$ cat src/hsgf_pkg.sv
// package: register map, field layout, reset values and types of the supply guard block
package hsgf_pkg;
    // register offsets
    localparam logic [7:0] ADDR_GUARD_CFG = 8'h09;
    localparam logic [7:0] ADDR_THR_FIRST = 8'h0A;
    localparam logic [7:0] ADDR_THR_SECOND = 8'h0B;
    localparam logic [7:0] ADDR_FIRE_CTRL = 8'h0C;
    localparam logic [7:0] ADDR_INT_STATUS = 8'h20;
    localparam logic [7:0] ADDR_INT_CLEAR = 8'h21;
    localparam logic [7:0] ADDR_INT_ENABLE = 8'h22;
    // reset values
    localparam logic [7:0] RST_GUARD_CFG = 8'h00;
    localparam logic [7:0] RST_THR_FIRST = 8'h92;
    localparam logic [7:0] RST_THR_SECOND = 8'h8D;
    localparam logic [3:0] RST_INT = 4'h0;
    // field positions
    localparam int LVL_SEL_LSB = 6;
    localparam int UV_SEL_LSB = 0;
    localparam int FIRE_BIT = 0;
    // level select encodings
    localparam logic [1:0] LVL_OFF = 2'h0;
    localparam logic [1:0] LVL_FIRST = 2'h1;
    localparam logic [1:0] LVL_BOTH = 2'h2;
    // cutoff ladder in millivolts
    localparam int UV_BASE_MV = 32'h0000_09C4;
    localparam int UV_STEP_MV = 32'h0000_0064;
    localparam int ADC_MAX_CODE = 32'h0000_00FF;
    // sequencer slot window
    localparam logic [7:0] SEQ_FIRST_SLOT = 8'h0F;
    localparam logic [7:0] SEQ_LAST_SLOT = 8'h16;
    // interrupt status bit positions
    localparam int IRQ_DONE = 0;
    localparam int IRQ_ABORT = 1;
    localparam int IRQ_UV = 2;
    localparam int IRQ_TRIG = 3;
    localparam int IRQ_W = 4;

    typedef enum logic [1:0] {
        HSGF_MODE_RTP = 2'h0,
        HSGF_MODE_SEQ = 2'h1,
        HSGF_MODE_DIAG = 2'h2,
        HSGF_MODE_CAL = 2'h3
    } hsgf_mode_e;

    typedef enum logic [2:0] {
        HSGF_ST_IDLE = 3'h1,
        HSGF_ST_RUN = 3'h2,
        HSGF_ST_STBY = 3'h4
    } hsgf_state_e;

    // plain register-port request
    typedef struct packed {
        logic [7:0] addr;
        logic [7:0] wdata;
        logic wr;
        logic rd;
    } hsgf_req_s;

    // overdrive clamp candidates from the clamp registers
    typedef struct packed {
        logic [7:0] normal;
        logic [7:0] first;
        logic [7:0] second;
    } hsgf_clamp_s;
endpackage

$ cat src/hsgf_sync.sv
// file: two-stage synchroniser for pin-domain inputs
`timescale 1ns/1ps
module hsgf_sync #(
    parameter int W = 1
) (
    input wire logic core_clk,
    input wire logic rst,
    input wire logic [W-1:0] d,
    output logic [W-1:0] q
);
    logic [W-1:0] meta_r;

    // first stage feeds only the second stage
    always_ff @(posedge core_clk or posedge rst) begin
        if (rst) begin
            meta_r <= '0;
            q <= '0;
        end else begin
            meta_r <= d;
            q <= meta_r;
        end
    end
endmodule

$ cat src/hsgf_top.sv
// file: supply guard, battery-extension clamp choice and fire control
//
// Contract
// - level select 0 off, 1 first threshold only, 2 both thresholds.
// - supply under cutoff turns output stage off and enters standby at once.
// - cutoff code 0..7 maps 2.5 V to 3.2 V in 0.1 V steps.
// - first level enabled and supply below first threshold picks first clamp.
// - second level enabled and supply below second threshold picks second clamp.
// - supply sampled once at effect start; clamp held for whole effect.
// - writing one to fire bit starts process chosen by operating mode.
// - fire bit reads one while process runs; cleared by device on finish.
// - writing zero to fire bit while running aborts process immediately.
// - external trigger sets fire bit and starts process like a write.
// - sequencer mode plays slots from 0x0F through 0x16.
`timescale 1ns/1ps
module hsgf_top #(
    parameter int ADC_FULL_MV = 32'h0000_15E0
) (
    input wire logic core_clk,
    input wire logic rst,
    input wire hsgf_pkg::hsgf_req_s reg_req,
    output logic [7:0] reg_rdata,
    input wire logic [7:0] supply_code,
    input wire logic ext_trig,
    input wire hsgf_pkg::hsgf_mode_e op_mode,
    input wire hsgf_pkg::hsgf_clamp_s clamp_in,
    input wire logic effect_start,
    input wire logic slot_done,
    input wire logic proc_done,
    output logic [7:0] od_limit,
    output logic [7:0] seq_slot,
    output logic proc_start,
    output logic proc_abort,
    output logic [1:0] proc_mode,
    output logic fire_busy,
    output logic stage_off,
    output logic standby,
    output logic irq
);
    logic [1:0] lvl_sel_r;
    logic [2:0] uv_sel_r;
    logic [7:0] thr_first_r;
    logic [7:0] thr_second_r;
    logic fire_r;
    logic [hsgf_pkg::IRQ_W-1:0] int_stat_r;
    logic [hsgf_pkg::IRQ_W-1:0] int_en_r;
    hsgf_pkg::hsgf_state_e state_r;
    hsgf_pkg::hsgf_state_e state_nxt;
    logic [7:0] sup_s;
    logic [7:0] sup_prev_r;
    logic [7:0] sup_r;
    logic trig_s;
    logic trig_d_r;
    logic trig_rise;
    logic [7:0] uv_code;
    logic uv_now;
    logic wr_fire;
    logic fire_one;
    logic fire_zero;
    logic go_req;
    logic start_ok;
    logic seq_end;
    logic finish;
    logic abort_ev;

    // pin-side supply code and trigger pass two flops before use
    hsgf_sync #(.W(9)) u_sync (
        .core_clk(core_clk),
        .rst(rst),
        .d({ext_trig, supply_code}),
        .q({trig_s, sup_s})
    );

    // multi-bit supply code: a value is taken only once two synced samples agree,
    // so a word caught mid-change never reaches the compares
    always_ff @(posedge core_clk or posedge rst) begin
        if (rst) begin
            sup_prev_r <= '0;
            sup_r <= '0;
        end else begin
            sup_prev_r <= sup_s;
            if (sup_s == sup_prev_r) begin
                sup_r <= sup_s;
            end
        end
    end

    // cutoff in adc codes: (base + step*sel) * max / full scale
    function automatic logic [7:0] uv_to_code(input logic [2:0] sel);
        int mv;
        mv = hsgf_pkg::UV_BASE_MV + hsgf_pkg::UV_STEP_MV * int'(sel);
        return 8'((mv * hsgf_pkg::ADC_MAX_CODE) / ADC_FULL_MV);
    endfunction

    assign uv_code = uv_to_code(uv_sel_r);
    assign uv_now = sup_r < uv_code;

    // trigger edge: only the synchronised copy is looked at
    always_ff @(posedge core_clk or posedge rst) begin
        if (rst) begin
            trig_d_r <= 1'b0;
        end else begin
            trig_d_r <= trig_s;
        end
    end
    assign trig_rise = trig_s & ~trig_d_r;

    // decode of the fire register write
    assign wr_fire = reg_req.wr && reg_req.addr == hsgf_pkg::ADDR_FIRE_CTRL;
    assign fire_one = wr_fire && reg_req.wdata[hsgf_pkg::FIRE_BIT];
    assign fire_zero = wr_fire && !reg_req.wdata[hsgf_pkg::FIRE_BIT];
    // trigger edge counts as a write of one
    assign go_req = fire_one || trig_rise;
    assign start_ok = state_r == hsgf_pkg::HSGF_ST_IDLE && go_req && !uv_now;
    // sequencer ends after the last slot
    assign seq_end = proc_mode == hsgf_pkg::HSGF_MODE_SEQ && slot_done
        && seq_slot == hsgf_pkg::SEQ_LAST_SLOT;
    assign finish = proc_mode == hsgf_pkg::HSGF_MODE_SEQ ? seq_end : proc_done;
    // clear write or undervoltage cancels a running process
    assign abort_ev = state_r == hsgf_pkg::HSGF_ST_RUN && (fire_zero || uv_now);

    // next state of the fire machine
    always_comb begin
        state_nxt = state_r;
        case (state_r)
            hsgf_pkg::HSGF_ST_IDLE: begin
                if (uv_now) begin
                    state_nxt = hsgf_pkg::HSGF_ST_STBY;
                end else if (start_ok) begin
                    state_nxt = hsgf_pkg::HSGF_ST_RUN;
                end
            end
            hsgf_pkg::HSGF_ST_RUN: begin
                if (uv_now) begin
                    state_nxt = hsgf_pkg::HSGF_ST_STBY;
                end else if (fire_zero || finish) begin
                    state_nxt = hsgf_pkg::HSGF_ST_IDLE;
                end
            end
            hsgf_pkg::HSGF_ST_STBY: begin
                if (!uv_now) begin
                    state_nxt = hsgf_pkg::HSGF_ST_IDLE;
                end
            end
            default: begin
                state_nxt = hsgf_pkg::HSGF_ST_IDLE;
            end
        endcase
    end

    // state register
    always_ff @(posedge core_clk or posedge rst) begin
        if (rst) begin
            state_r <= hsgf_pkg::HSGF_ST_IDLE;
        end else begin
            state_r <= state_nxt;
        end
    end

    // configuration registers; reserved bits are never stored
    always_ff @(posedge core_clk or posedge rst) begin
        if (rst) begin
            lvl_sel_r <= hsgf_pkg::RST_GUARD_CFG[hsgf_pkg::LVL_SEL_LSB +: 2];
            uv_sel_r <= hsgf_pkg::RST_GUARD_CFG[hsgf_pkg::UV_SEL_LSB +: 3];
            thr_first_r <= hsgf_pkg::RST_THR_FIRST;
            thr_second_r <= hsgf_pkg::RST_THR_SECOND;
            int_en_r <= hsgf_pkg::RST_INT;
        end else if (reg_req.wr) begin
            case (reg_req.addr)
                hsgf_pkg::ADDR_GUARD_CFG: begin
                    lvl_sel_r <= reg_req.wdata[hsgf_pkg::LVL_SEL_LSB +: 2];
                    uv_sel_r <= reg_req.wdata[hsgf_pkg::UV_SEL_LSB +: 3];
                end
                hsgf_pkg::ADDR_THR_FIRST: thr_first_r <= reg_req.wdata;
                hsgf_pkg::ADDR_THR_SECOND: thr_second_r <= reg_req.wdata;
                hsgf_pkg::ADDR_INT_ENABLE: int_en_r <= reg_req.wdata[hsgf_pkg::IRQ_W-1:0];
                default: ;
            endcase
        end
    end

    // fire bit set on start, cleared by the device on finish
    always_ff @(posedge core_clk or posedge rst) begin
        if (rst) begin
            fire_r <= 1'b0;
        end else begin
            fire_r <= state_nxt == hsgf_pkg::HSGF_ST_RUN;
        end
    end

    // process control pulses; mode latched so a later mode change cannot
    // switch the running process
    always_ff @(posedge core_clk or posedge rst) begin
        if (rst) begin
            proc_start <= 1'b0;
            proc_abort <= 1'b0;
            proc_mode <= hsgf_pkg::HSGF_MODE_RTP;
        end else begin
            proc_start <= start_ok;
            proc_abort <= abort_ev;
            if (start_ok) begin
                proc_mode <= op_mode;
            end
        end
    end

    // walk the slot window in sequencer mode
    always_ff @(posedge core_clk or posedge rst) begin
        if (rst) begin
            seq_slot <= hsgf_pkg::SEQ_FIRST_SLOT;
        end else if (start_ok || state_r != hsgf_pkg::HSGF_ST_RUN) begin
            seq_slot <= hsgf_pkg::SEQ_FIRST_SLOT;
        end else if (slot_done && seq_slot != hsgf_pkg::SEQ_LAST_SLOT) begin
            seq_slot <= seq_slot + 8'h01;
        end
    end

    // output stage off and standby follow the compare with one flop
    always_ff @(posedge core_clk or posedge rst) begin
        if (rst) begin
            stage_off <= 1'b0;
            standby <= 1'b0;
            fire_busy <= 1'b0;
        end else begin
            stage_off <= uv_now;
            standby <= uv_now || state_nxt == hsgf_pkg::HSGF_ST_STBY;
            fire_busy <= state_nxt == hsgf_pkg::HSGF_ST_RUN;
        end
    end

    // clamp chosen once per effect from the sampled supply
    always_ff @(posedge core_clk or posedge rst) begin
        if (rst) begin
            od_limit <= '0;
        end else if (effect_start) begin
            // second threshold is the lower one, so it is checked first
            if (lvl_sel_r == hsgf_pkg::LVL_BOTH && sup_r < thr_second_r) begin
                od_limit <= clamp_in.second;
            // first threshold, enabled by level code 1 or 2
            end else if ((lvl_sel_r == hsgf_pkg::LVL_FIRST
                    || lvl_sel_r == hsgf_pkg::LVL_BOTH) && sup_r < thr_first_r) begin
                od_limit <= clamp_in.first;
            // feature off or supply high keeps the normal clamp
            end else begin
                od_limit <= clamp_in.normal;
            end
        end
    end

    // sticky event bits: a set in the same cycle as a clear wins
    always_ff @(posedge core_clk or posedge rst) begin
        if (rst) begin
            int_stat_r <= hsgf_pkg::RST_INT;
        end else begin
            int_stat_r <= (int_stat_r & ~((reg_req.wr
                && reg_req.addr == hsgf_pkg::ADDR_INT_CLEAR)
                ? reg_req.wdata[hsgf_pkg::IRQ_W-1:0] : '0))
                | {trig_rise, uv_now && !stage_off, abort_ev,
                   state_r == hsgf_pkg::HSGF_ST_RUN && finish && !abort_ev};
        end
    end

    // level interrupt from enabled status
    always_ff @(posedge core_clk or posedge rst) begin
        if (rst) begin
            irq <= 1'b0;
        end else begin
            irq <= |(int_stat_r & int_en_r);
        end
    end

    // read data stands only in the cycle after the strobe; unmapped reads zero
    always_ff @(posedge core_clk or posedge rst) begin
        if (rst) begin
            reg_rdata <= '0;
        end else if (reg_req.rd) begin
            case (reg_req.addr)
                hsgf_pkg::ADDR_GUARD_CFG: reg_rdata <= {lvl_sel_r, 3'h0, uv_sel_r};
                hsgf_pkg::ADDR_THR_FIRST: reg_rdata <= thr_first_r;
                hsgf_pkg::ADDR_THR_SECOND: reg_rdata <= thr_second_r;
                hsgf_pkg::ADDR_FIRE_CTRL: reg_rdata <= {7'h00, fire_r};
                hsgf_pkg::ADDR_INT_STATUS: reg_rdata <= {4'h0, int_stat_r};
                hsgf_pkg::ADDR_INT_ENABLE: reg_rdata <= {4'h0, int_en_r};
                default: reg_rdata <= '0;
            endcase
        end else begin
            reg_rdata <= '0;
        end
    end
endmodule

$ cat config.mk
export PLATFORM = sky130hd
export DESIGN_NAME = hsgf_top
export DESIGN_NICKNAME = d
export VERILOG_FILES = /design/src/hsgf_pkg.sv /design/src/hsgf_sync.sv /design/src/hsgf_top.sv
export SDC_FILE = /design/constraint.sdc
export NUM_CORES = 1
export LEC_CHECK = 0
export ABC_AREA = 1
export ABC_CLOCK_PERIOD_IN_PS = 14130
export BUFFER_PORTS_ARGS = -buffer_cell sky130_fd_sc_hd__buf_2
export CAP_MARGIN = 20
export CELL_PAD_IN_SITES_DETAIL_PLACEMENT = 0
export CELL_PAD_IN_SITES_GLOBAL_PLACEMENT = 1
export CORE_ASPECT_RATIO = 2
export CORE_MARGIN = 2
export CORE_UTILIZATION = 44
export DETAILED_ROUTE_END_ITERATION = 8
export GPL_TIMING_DRIVEN = 0
export PLACE_DENSITY_LB_ADDON = 0.2
export SKIP_CTS_REPAIR_TIMING = 1
export SYNTH_ARGS = -nofsm -noshare
export SYNTH_HDL_FRONTEND = slang
export SYNTH_SLANG_ARGS = --single-unit
$ cat constraint.sdc
create_clock -name core_clk -period 14.13 [get_ports core_clk]
set_clock_uncertainty 0.05 [all_clocks]
set_input_delay 2.1195 -clock core_clk [delete_from_list [all_inputs] [get_ports core_clk]]
set_output_delay 2.1195 -clock core_clk [all_outputs]
set_load 0.05 [all_outputs]
# Word-level counts from Yosys, hierarchy flattened
# Index checks and enable logic that the tools add are counted.
# word_totals
register_bits,99
inputBits,58
word_cells,100
# op_classes
bitwise_logic,6
eq_ne,19
div,1
n_mux,14
n_reduce_logical,31
order_cmp,3
addsub,2
multipliers,2
# ops
operator,count
8-bit one-hot mux with 6 select lines,1
8-bit two-way mux,5
"32-bit by 14-bit divider with 32-bit output, second input constant",1
"8-bit by 4-bit == test with 1-bit output, second input constant",4
"8-bit by 6-bit == test with 1-bit output, second input constant",3
8-bit less-than comparator,3
"13-bit by 8-bit multiplier with 21-bit output, second input constant",1
1-bit logical AND,15
3-bit two-way mux,5
"12-bit by 10-bit adder with 13-bit output, first input constant",1
3-bit one-hot mux with 3 select lines,1
"8-bit by 1-bit adder with 8-bit output, second input constant",1
4-bit bitwise AND,2
"8-bit by 5-bit == test with 1-bit output, second input constant",1
8-bit == test,1
"5-bit by 3-bit multiplier with 8-bit output, first input constant",1
"8-bit by 5-bit != test with 1-bit output, second input constant",1
2-bit AND reduction,4
"3-bit by 2-bit == test with 1-bit output, second input constant",2
"3-bit == test, second input constant",2
1-bit logical OR,6
"2-bit by 1-bit == test with 1-bit output, second input constant",2
1-bit zero test,4
4-bit two-way mux,1
other kinds (10),10

# Depth between registers and ports, before layout
# Gate-level depths: netlist of the first run.
# depth
ltp_word,12
mapped_depth,101

# By module
# Synthesis of the first run repeated with hierarchy kept, for this count alone.
# hier_totals
cells_unflattened,1571
area_unflattened_um2,10557.6
# by_module_without_submodules
mod,area_per_inst_um2,seq_area_each_um2,cells_each,n_inst
hsgf_top,10103.4,2042.0,1552,1
hsgf_sync,454.2,450.4,19,1

# Worst setup path after synthesis of the first run
# OpenSTA, ideal clock, no wires.
# synth_timing
kind,reg2reg
from,register uv_sel_r[1]
to,register proc_mode[1]
arrival_time_ps,10586
stages_incl_launch_ff,86
setup_time_ps,119
path_slack_ps,3375
path_buffers,5
required_ps,13961
path_cell_list,dfrtp_1 inv_2 ha_1 inv_1 ha_1 ha_1 nor2_1 nand2_1 xnor2_1 inv_1 nand2_1 nand2_1 inv_1 ha_1 fa_1 fa_1 inv_1 fa_1 (+50 left out) nand2_2 nand2_2 nand2_4 xnor2_1 nand2_1 nand3_1 nor3_1 nand2_1 nand2_1 nand2_1 nand2_1 nand2_1 nand2_1 nand2_2 nand2_4 nand2_2 nand2_1 nand2_1
# synth_between
elab_chain_cells,7
# synth_rtl
element,line,text
"start, declared",hsgf_top.sv:41,logic [2:0] uv_sel_r;
"start signal, assigned",hsgf_top.sv:164,uv_sel_r <= hsgf_pkg::RST_GUARD_CFG[hsgf_pkg::UV_SEL_LSB +: 3];
"start signal, assigned",hsgf_top.sv:172,uv_sel_r <= reg_req.wdata[hsgf_pkg::UV_SEL_LSB +: 3];
5-bit by 3-bit multiplier with 8-bit output,hsgf_top.sv:91,mv = hsgf_pkg::UV_BASE_MV + hsgf_pkg::UV_STEP_MV * int'(sel);
12-bit by 10-bit adder with 13-bit output,hsgf_top.sv:91,
13-bit by 8-bit multiplier with 21-bit output,hsgf_top.sv:92,return 8'((mv * hsgf_pkg::ADC_MAX_CODE) / ADC_FULL_MV);
32-bit by 14-bit divider with 32-bit output,hsgf_top.sv:92,
8-bit less-than comparator,hsgf_top.sv:96,assign uv_now = sup_r < uv_code;
1-bit zero test,--,
1-bit logical AND,hsgf_top.sv:114,assign start_ok = state_r == hsgf_pkg::HSGF_ST_IDLE && go_req && !uv_now;
"end signal, assigned",hsgf_top.sv:197,proc_mode <= hsgf_pkg::HSGF_MODE_RTP;
"end signal, assigned",hsgf_top.sv:202,proc_mode <= op_mode;
"end, declared",hsgf_top.sv:34,"output logic [1:0] proc_mode,"
# Every way passes these cells.
# A chain may end at the register's enable or synchronous reset.

# Worst setup path after layout of the first run
# layout_timing
from,register uv_sel_r[1]
to,register int_stat_r[1] (netlist name)
# layout_between
elab_chain_cells,8
# layout_rtl
element,line,text
5-bit by 3-bit multiplier with 8-bit output,hsgf_top.sv:91,
12-bit by 10-bit adder with 13-bit output,hsgf_top.sv:91,
13-bit by 8-bit multiplier with 21-bit output,hsgf_top.sv:92,
32-bit by 14-bit divider with 32-bit output,hsgf_top.sv:92,
8-bit less-than comparator,hsgf_top.sv:96,
1-bit logical OR,hsgf_top.sv:120,assign abort_ev = state_r == hsgf_pkg::HSGF_ST_RUN && (fire_zero || uv_now);
1-bit logical AND,hsgf_top.sv:120,
4-bit OR,hsgf_top.sv:258,"| {trig_rise, uv_now && !stage_off, abort_ev,"
"end signal, assigned",hsgf_top.sv:253,int_stat_r <= hsgf_pkg::RST_INT;
"end signal, assigned",hsgf_top.sv:255,int_stat_r <= (int_stat_r & ~((reg_req.wr
"end, declared",hsgf_top.sv:45,logic [hsgf_pkg::IRQ_W-1:0] int_stat_r;
# Every way passes these cells.

==> impl_metrics.ini, run 1 <==
[worst_setup_path]
path_buf_inv = 13
timing_worst_setup_path_type = flop to flop
crit_top_cell = nand2_1
worstPathRequired_ns = 14.33
worst_path_largest_cell_delay_ns = 0.52
worst_r2r_path_depth = 90
crit_start = uv_sel_r[1]$_DFFE_PP0P_
critPathLaunchType = flop
cp_max_fo = 10
crit_slowest_cell = fa_1
cp_top_family = simple AND/OR/NAND/NOR gates
worst_setup_path_end_kind = flop
cp.depth = 90
crit_arrival_ns = 13.07
r2r-start = uv_sel_r[1]$_DFFE_PP0P_

[grt]
grt_max_degree = 57
grt_first_pass_wirelength_mm = 49.1
grt_pass1_vias = 10309
antenna_found_initial = 0
grt_use_total = 0.246
overflow = 0

[placed_design]
place_congestion = 0.895
dp_hpwl_mm = 25.9
io_buffer_count = 88
dp_cells = 1955

[die]
coreArea_mm2 = 0.0237
dieHeight_um = 223
rows = 80
fp.dieArea_mm2 = 0.0254
start_util = 0.446
ioPinCount = 90
die_w_um = 114

[route]
drcViolationCount = 0
ant_nets = 0
first_pass_iters = 4
routed_wl_mm = 30.1
vias = 10053
via_per_inst = 5.10
wl_per_cell_um = 15.3
drtIter0Drc = 388

[cts]
cts.htree.levels = 3
numCtsBuffers = 9
path_clk_slew_ns = 0.07
cts_sinks = 99
cts_max_path_buffers = 2
worstSkewPairLatency_ns = 0.35
cts_root_buf = clkbuf_16
cts_tree = done

[synth]
syn_avg_cell_area_um2 = 6.70
seq_area_frac_synth = 0.236
syn_nets = 1741
synth_seq_cells = 99
synth_ff_type = dfrtp_1
synth_area_mm2 = 0.0106
synth_cells = 1578
synth_top_area_frac = 0.206
yosys_warnings = 0
synthTopCellsByArea = dfrtp_1 (21%), nand2_1 (16%), ha_1 (11%), inv_1 (9.3%), nand3_1 (7.0%)
yosys-top-cells-count = nand2_1 (439), inv_1 (261), nand3_1 (148)
ys_async_sr_fraction = 1.00
yosysUniqueCellTypes = 58
synth_top_cell_by_area = dfrtp_1
synth_most_common_cell = nand2_1
synth-edff-count = 0

[layout]
area_growth_pct = 10.8
fillCellCount = 2535
drive_gt1_frac = 0.154
stdcell_count = 1971
antenna_cells = 0
nets = 1842

[timing]
rsz0062_at_grt = no
tightest_slew_ns = 0.869
slew_viol_final = 0
max_freq_mhz = 77.7
maxSlewHeadroom = 0.416
min_period_ns = 12.88
finalHoldViolCount = 0
period_share = 0.911
fin_setup_tns_ns = 0
setup_viol = 0

[hold_path]
whs_path_depth = 0
hold_path_class = flop to flop
hp-start = u_sync.meta_r[3]$_DFF_PP0_

[flow_run]
cap_violations = 0

[run_status]
status = finished clean
[per-stage QoR]
| step | setup WS (ns) | cell area [µm²] | util | hold WS, ns |
|---|---|---|---|---|
| 2_1_floorplan | 3.37 | 10600 | - | 0.281 |
| 3_3_place_gp | 0.824 | 11400 | 0.480 | 0.282 |
| 3_5_place_dp | 0.774 | 11400 | 0.481 | 0.285 |
| 4_1_cts | 0.727 | 11700 | 0.493 | 0.296 |
| 5_1_grt | 0.0732 | 11700 | 0.494 | 0.297 |
| 6_report | 1.25 | 11700 | 0.494 | 0.295 |
[per-layer routing]
layer	wire length [µm]	vias to the layer above	track usage
li1	-	5217	-
met1	9890	4567	0.216
met2	17900	187	0.517
met3	639	82	0.0185
met4	1620	0	0.136
met5	0	-	0
[logic make-up (layout without fill, tap and decap cells)]
kind of cell	count (synthesis)	after routing	synth area share
adders and majority gates	105	105	0.135
xor gates and xnor gates	53	53	0.0439
DFF	99	99	0.236
and+or+nand+nor	852	852	0.374
buffers and inverters	300	406	0.112
muxes	7	7	0.00745
AOI/OAI and AO/OA	162	162	0.0924
[final timing paths]
path,slack (ns),endpoint
setup / recovery,1.25,int_stat_r[1]$_DFF_PP0_
hold / removal,0.29,u_sync.q[3]$_DFF_PP0_
setup reg to reg,1.25,int_stat_r[1]$_DFF_PP0_
hold reg to reg,0.29,u_sync.q[3]$_DFF_PP0_
max in group asynchronous,11.56,thr_first_r[4]$_DFFE_PP1P_
min in group asynchronous,1.77,od_limit[1]$_DFFE_PP0P_
[registers in the layout, summed over array words and instances (netlist names), 2 cells and up]
register / count
sup_prev_r: 8
reg_rdata: 8
thr_first_r: 8
proc_mode: 2
int_stat_r: 4
u_sync.q: 9
od_limit: 8
state_r: 3
sup_r: 8
u_sync.meta_r: 9
lvl_sel_r: 2
uv_sel_r: 3
seq_slot: 8
int_en_r: 4
thr_second_r: 8
[cell type report]
cell class	count	area (µm²)	share of cell area
inverters	285	1080	0.0918
clock inverters	7	58.8	0.00502
clock buffers	9	225	0.0192
well taps	287	359	0.0306
repair buffers	90	473	0.0404
plain buffers	15	106	0.00908
multi-input cells	1179	6920	0.591
flip-flops and latches	99	2490	0.213
[placed cells by master, fill, tap and decap left out, types with 4 or more instances in the layout]
cell,n
nand2_1,439
inv_1,260
nand3_1,148
nor2_1,121
buf_2,90
ha_1,90
dfrtp_1,86
o21ai_0,59
xor2_1,44
nand2_2,43
a21oi_1,39
nand4_1,21
inv_2,19
fa_1,15
o211ai_1,14
nand2_4,14
nor3_1,13
nor2_2,12
dfstp_2,12
o21ai_1,9
nand3_2,9
clkbuf_16,9
xnor2_1,8
o22ai_1,8
clkbuf_1,7
mux2_2,7
nand3b_1,6
nor2_4,6
nor4_1,5
o21bai_1,5
a21boi_0,4
nand3_4,4
a21o_1,4
inv_6,4
Power of run 1 is not shown: default switching activity piles up to over one toggle a cycle in this logic, so the estimate is an artifact.
==> run 2: changes to the inputs <==
ABC_AREA = default   (was 1)
CORE_UTILIZATION = 48   (was 44)
==> impl_metrics.ini, run 2 <==
[synth]
synth_ff_type = dfrtp_1
syn_avg_cell_area_um2 = 8.80
synth_cells = 1239
synth_most_common_cell = nand2_1
ys_async_sr_fraction = 1.00
syn_nets = 1402
synth_seq_cells = 99
yosys_warnings = 0
seq_area_frac_synth = 0.228
synth_top_area_frac = 0.200
synth-edff-count = 0
yosys-top-cells-count = nand2_1 (119), ha_1 (90), dfrtp_1 (87)
synth_area_mm2 = 0.0109
synth_top_cell_by_area = dfrtp_1
yosysUniqueCellTypes = 123
synthTopCellsByArea = dfrtp_1 (20%), ha_1 (10%), xnor2_1 (4.7%), nand2_1 (4.1%), mux2_2 (4.0%)

[hold_path]
hold_path_class = flop to flop
whs_path_depth = 0
hp-start = u_sync.meta_r[0]$_DFF_PP0_
min_to = u_sync.q[0]$_DFF_PP0_

[grt]
overflow = 0
grt_first_pass_wirelength_mm = 53.1
grt_use_total = 0.274
grt_pass1_vias = 10447
antenna_found_initial = 0
grt_max_degree = 67

[layout]
mostFrequentLayoutCells = nand2_1 (116), buf_2 (93), ha_1 (88)
multi_input_area_mm2 = 0.00856
register_area_mm2 = 0.00249
antenna_cells = 0
fillCellCount = 2091
nets = 1539
drive_gt1_frac = 0.264
final_common_cell = nand2_1
area_growth_pct = 18.7
top_regs = u_sync.meta_r x9, u_sync.q x9

[route]
routed_wl_mm = 33.7
drtIter0Drc = 392
wl_per_cell_um = 20.3
wl_met3_um = 766
routed-wl-met2_mm = 19.1
ant_nets = 0
met1_length_mm = 11.2
first_pass_iters = 5
vias = 10179
dr.max_layer_used = met4
via_per_inst = 6.13
drcViolationCount = 0

[worst_setup_path]
worst_path_largest_cell_delay_ns = 0.60
crit_slowest_cell = a21oi_1
r2r-start = uv_sel_r[2]$_DFFE_PP0P_
cp_max_fo = 8
worst_setup_path_end_kind = flop
timing_worst_setup_path_type = flop to flop
worst_r2r_path_depth = 48
crit_arrival_ns = 13.87
crit_top_cell = ha_1
critPathLaunchType = flop
r2r_slack_ns = 0.45
worstPathRequired_ns = 14.32
r2r-end = proc_mode[1]$_DFFE_PP0P_

[cts]
numCtsBuffers = 9
cts.htree.levels = 3
cts_tree = done
cts_sinks = 99
cts_max_path_buffers = 2
cts_root_buf = clkbuf_16
path_clk_slew_ns = 0.08
worstSkewPairLatency_ns = 0.36

[placed_design]
place_congestion = 0.930
io_buffer_count = 87
dp_hpwl_mm = 27.1
post-place-ws_ns = -1.73

[die]
dieHeight_um = 217
fp.dieArea_mm2 = 0.0240
coreArea_mm2 = 0.0225
ioPinCount = 90
rows = 78
die_w_um = 111
start_util = 0.484

[timing]
setup_viol = 0
max_freq_mhz = 73.1
maxSlewHeadroom = 0.412
tightest_slew_ns = 0.881
layout_setup_ws_ns = 0.451
min_period_ns = 13.68
finalHoldViolCount = 0
period_share = 0.968
slew_viol_final = 0

[run_status]
status = finished clean

[flow_run]
cap_violations = 0
run 2: worst max-delay path, delay by kind of cell (launching register included):
family | cells | cell delay [ns]
adder cells (fa/ha/maj) | 9 | 3.25
XOR/XNOR | 2 | 0.28
AND/OR/NAND/NOR | 12 | 2.85
AO/OA/AOI/OAI | 18 | 5.45
buffers and inverters | 5 | 0.45
flip-flops | 1 | 0.49
multiplexers | 2 | 0.72
run 2: metal layers:
metal / GRT usage / vias up
li1: - / 4871
met1: 0.249 / 4898
met2: 0.562 / 270
met3: 0.0173 / 140
met4: 0.185 / 0
met5: 0 / -
run 2: worst max-delay path by stage:
| stage | start | endpoint | slack, ns |
|---|---|---|---|
| 2_1_floorplan | uv_sel_r[0]$_DFFE_PP0P_ | proc_mode[0]$_DFFE_PP0P_ | 1.20 |
| 6_report | uv_sel_r[2]$_DFFE_PP0P_ | proc_mode[1]$_DFFE_PP0P_ | 0.45 |
| 4_1_cts | uv_sel_r[0]$_DFFE_PP0P_ | proc_mode[1]$_DFFE_PP0P_ | -1.77 |
| 3_3_place_gp | uv_sel_r[0]$_DFFE_PP0P_ | proc_mode[1]$_DFFE_PP0P_ | -1.65 |
| 3_5_place_dp | uv_sel_r[0]$_DFFE_PP0P_ | proc_mode[0]$_DFFE_PP0P_ | -1.73 |
| 5_1_grt | uv_sel_r[0]$_DFFE_PP0P_ | state_r[2]$_DFF_PP0_ | -0.07 |
run 2: per-stage QoR:
| stage | cells | hold WS, ns | instance area, µm² | TNS, ns | utilization |
|---|---|---|---|---|---|
| finish | 1661 | 0.302 | 13000 | 0 | 0.574 |
| global route | 1661 | 0.307 | 13000 | -0.449 | 0.574 |
| CTS | 1623 | 0.305 | 12000 | -21.40 | 0.534 |
| detailed placement | 1607 | 0.287 | 11700 | -20.80 | 0.520 |
| global placement | 1606 | 0.281 | 11700 | -19.46 | 0.519 |
| floorplan | 1239 | 0.281 | 10900 | 0 | - |
run 2: final cells by class:
cell class,instances,area share
inverter,74,0.0223
sequential,99,0.193
buffer,33,0.0155
timing repair buffer,125,0.0572
clock inverter,7,0.00725
multi-input combinational,1034,0.661
clock buffer,9,0.0174
tap,280,0.0271
run 2: cell families after synthesis:
kind of cell,Yosys count,share of synthesized area
and+or+nand+nor,388,0.182
DFF,99,0.228
AOI/OAI and AO/OA,367,0.255
adders and majority gates,105,0.131
buffers and inverters,107,0.0430
xor gates and xnor gates,97,0.0826
muxes,76,0.0779
Power of run 2 is left out for the same reason.
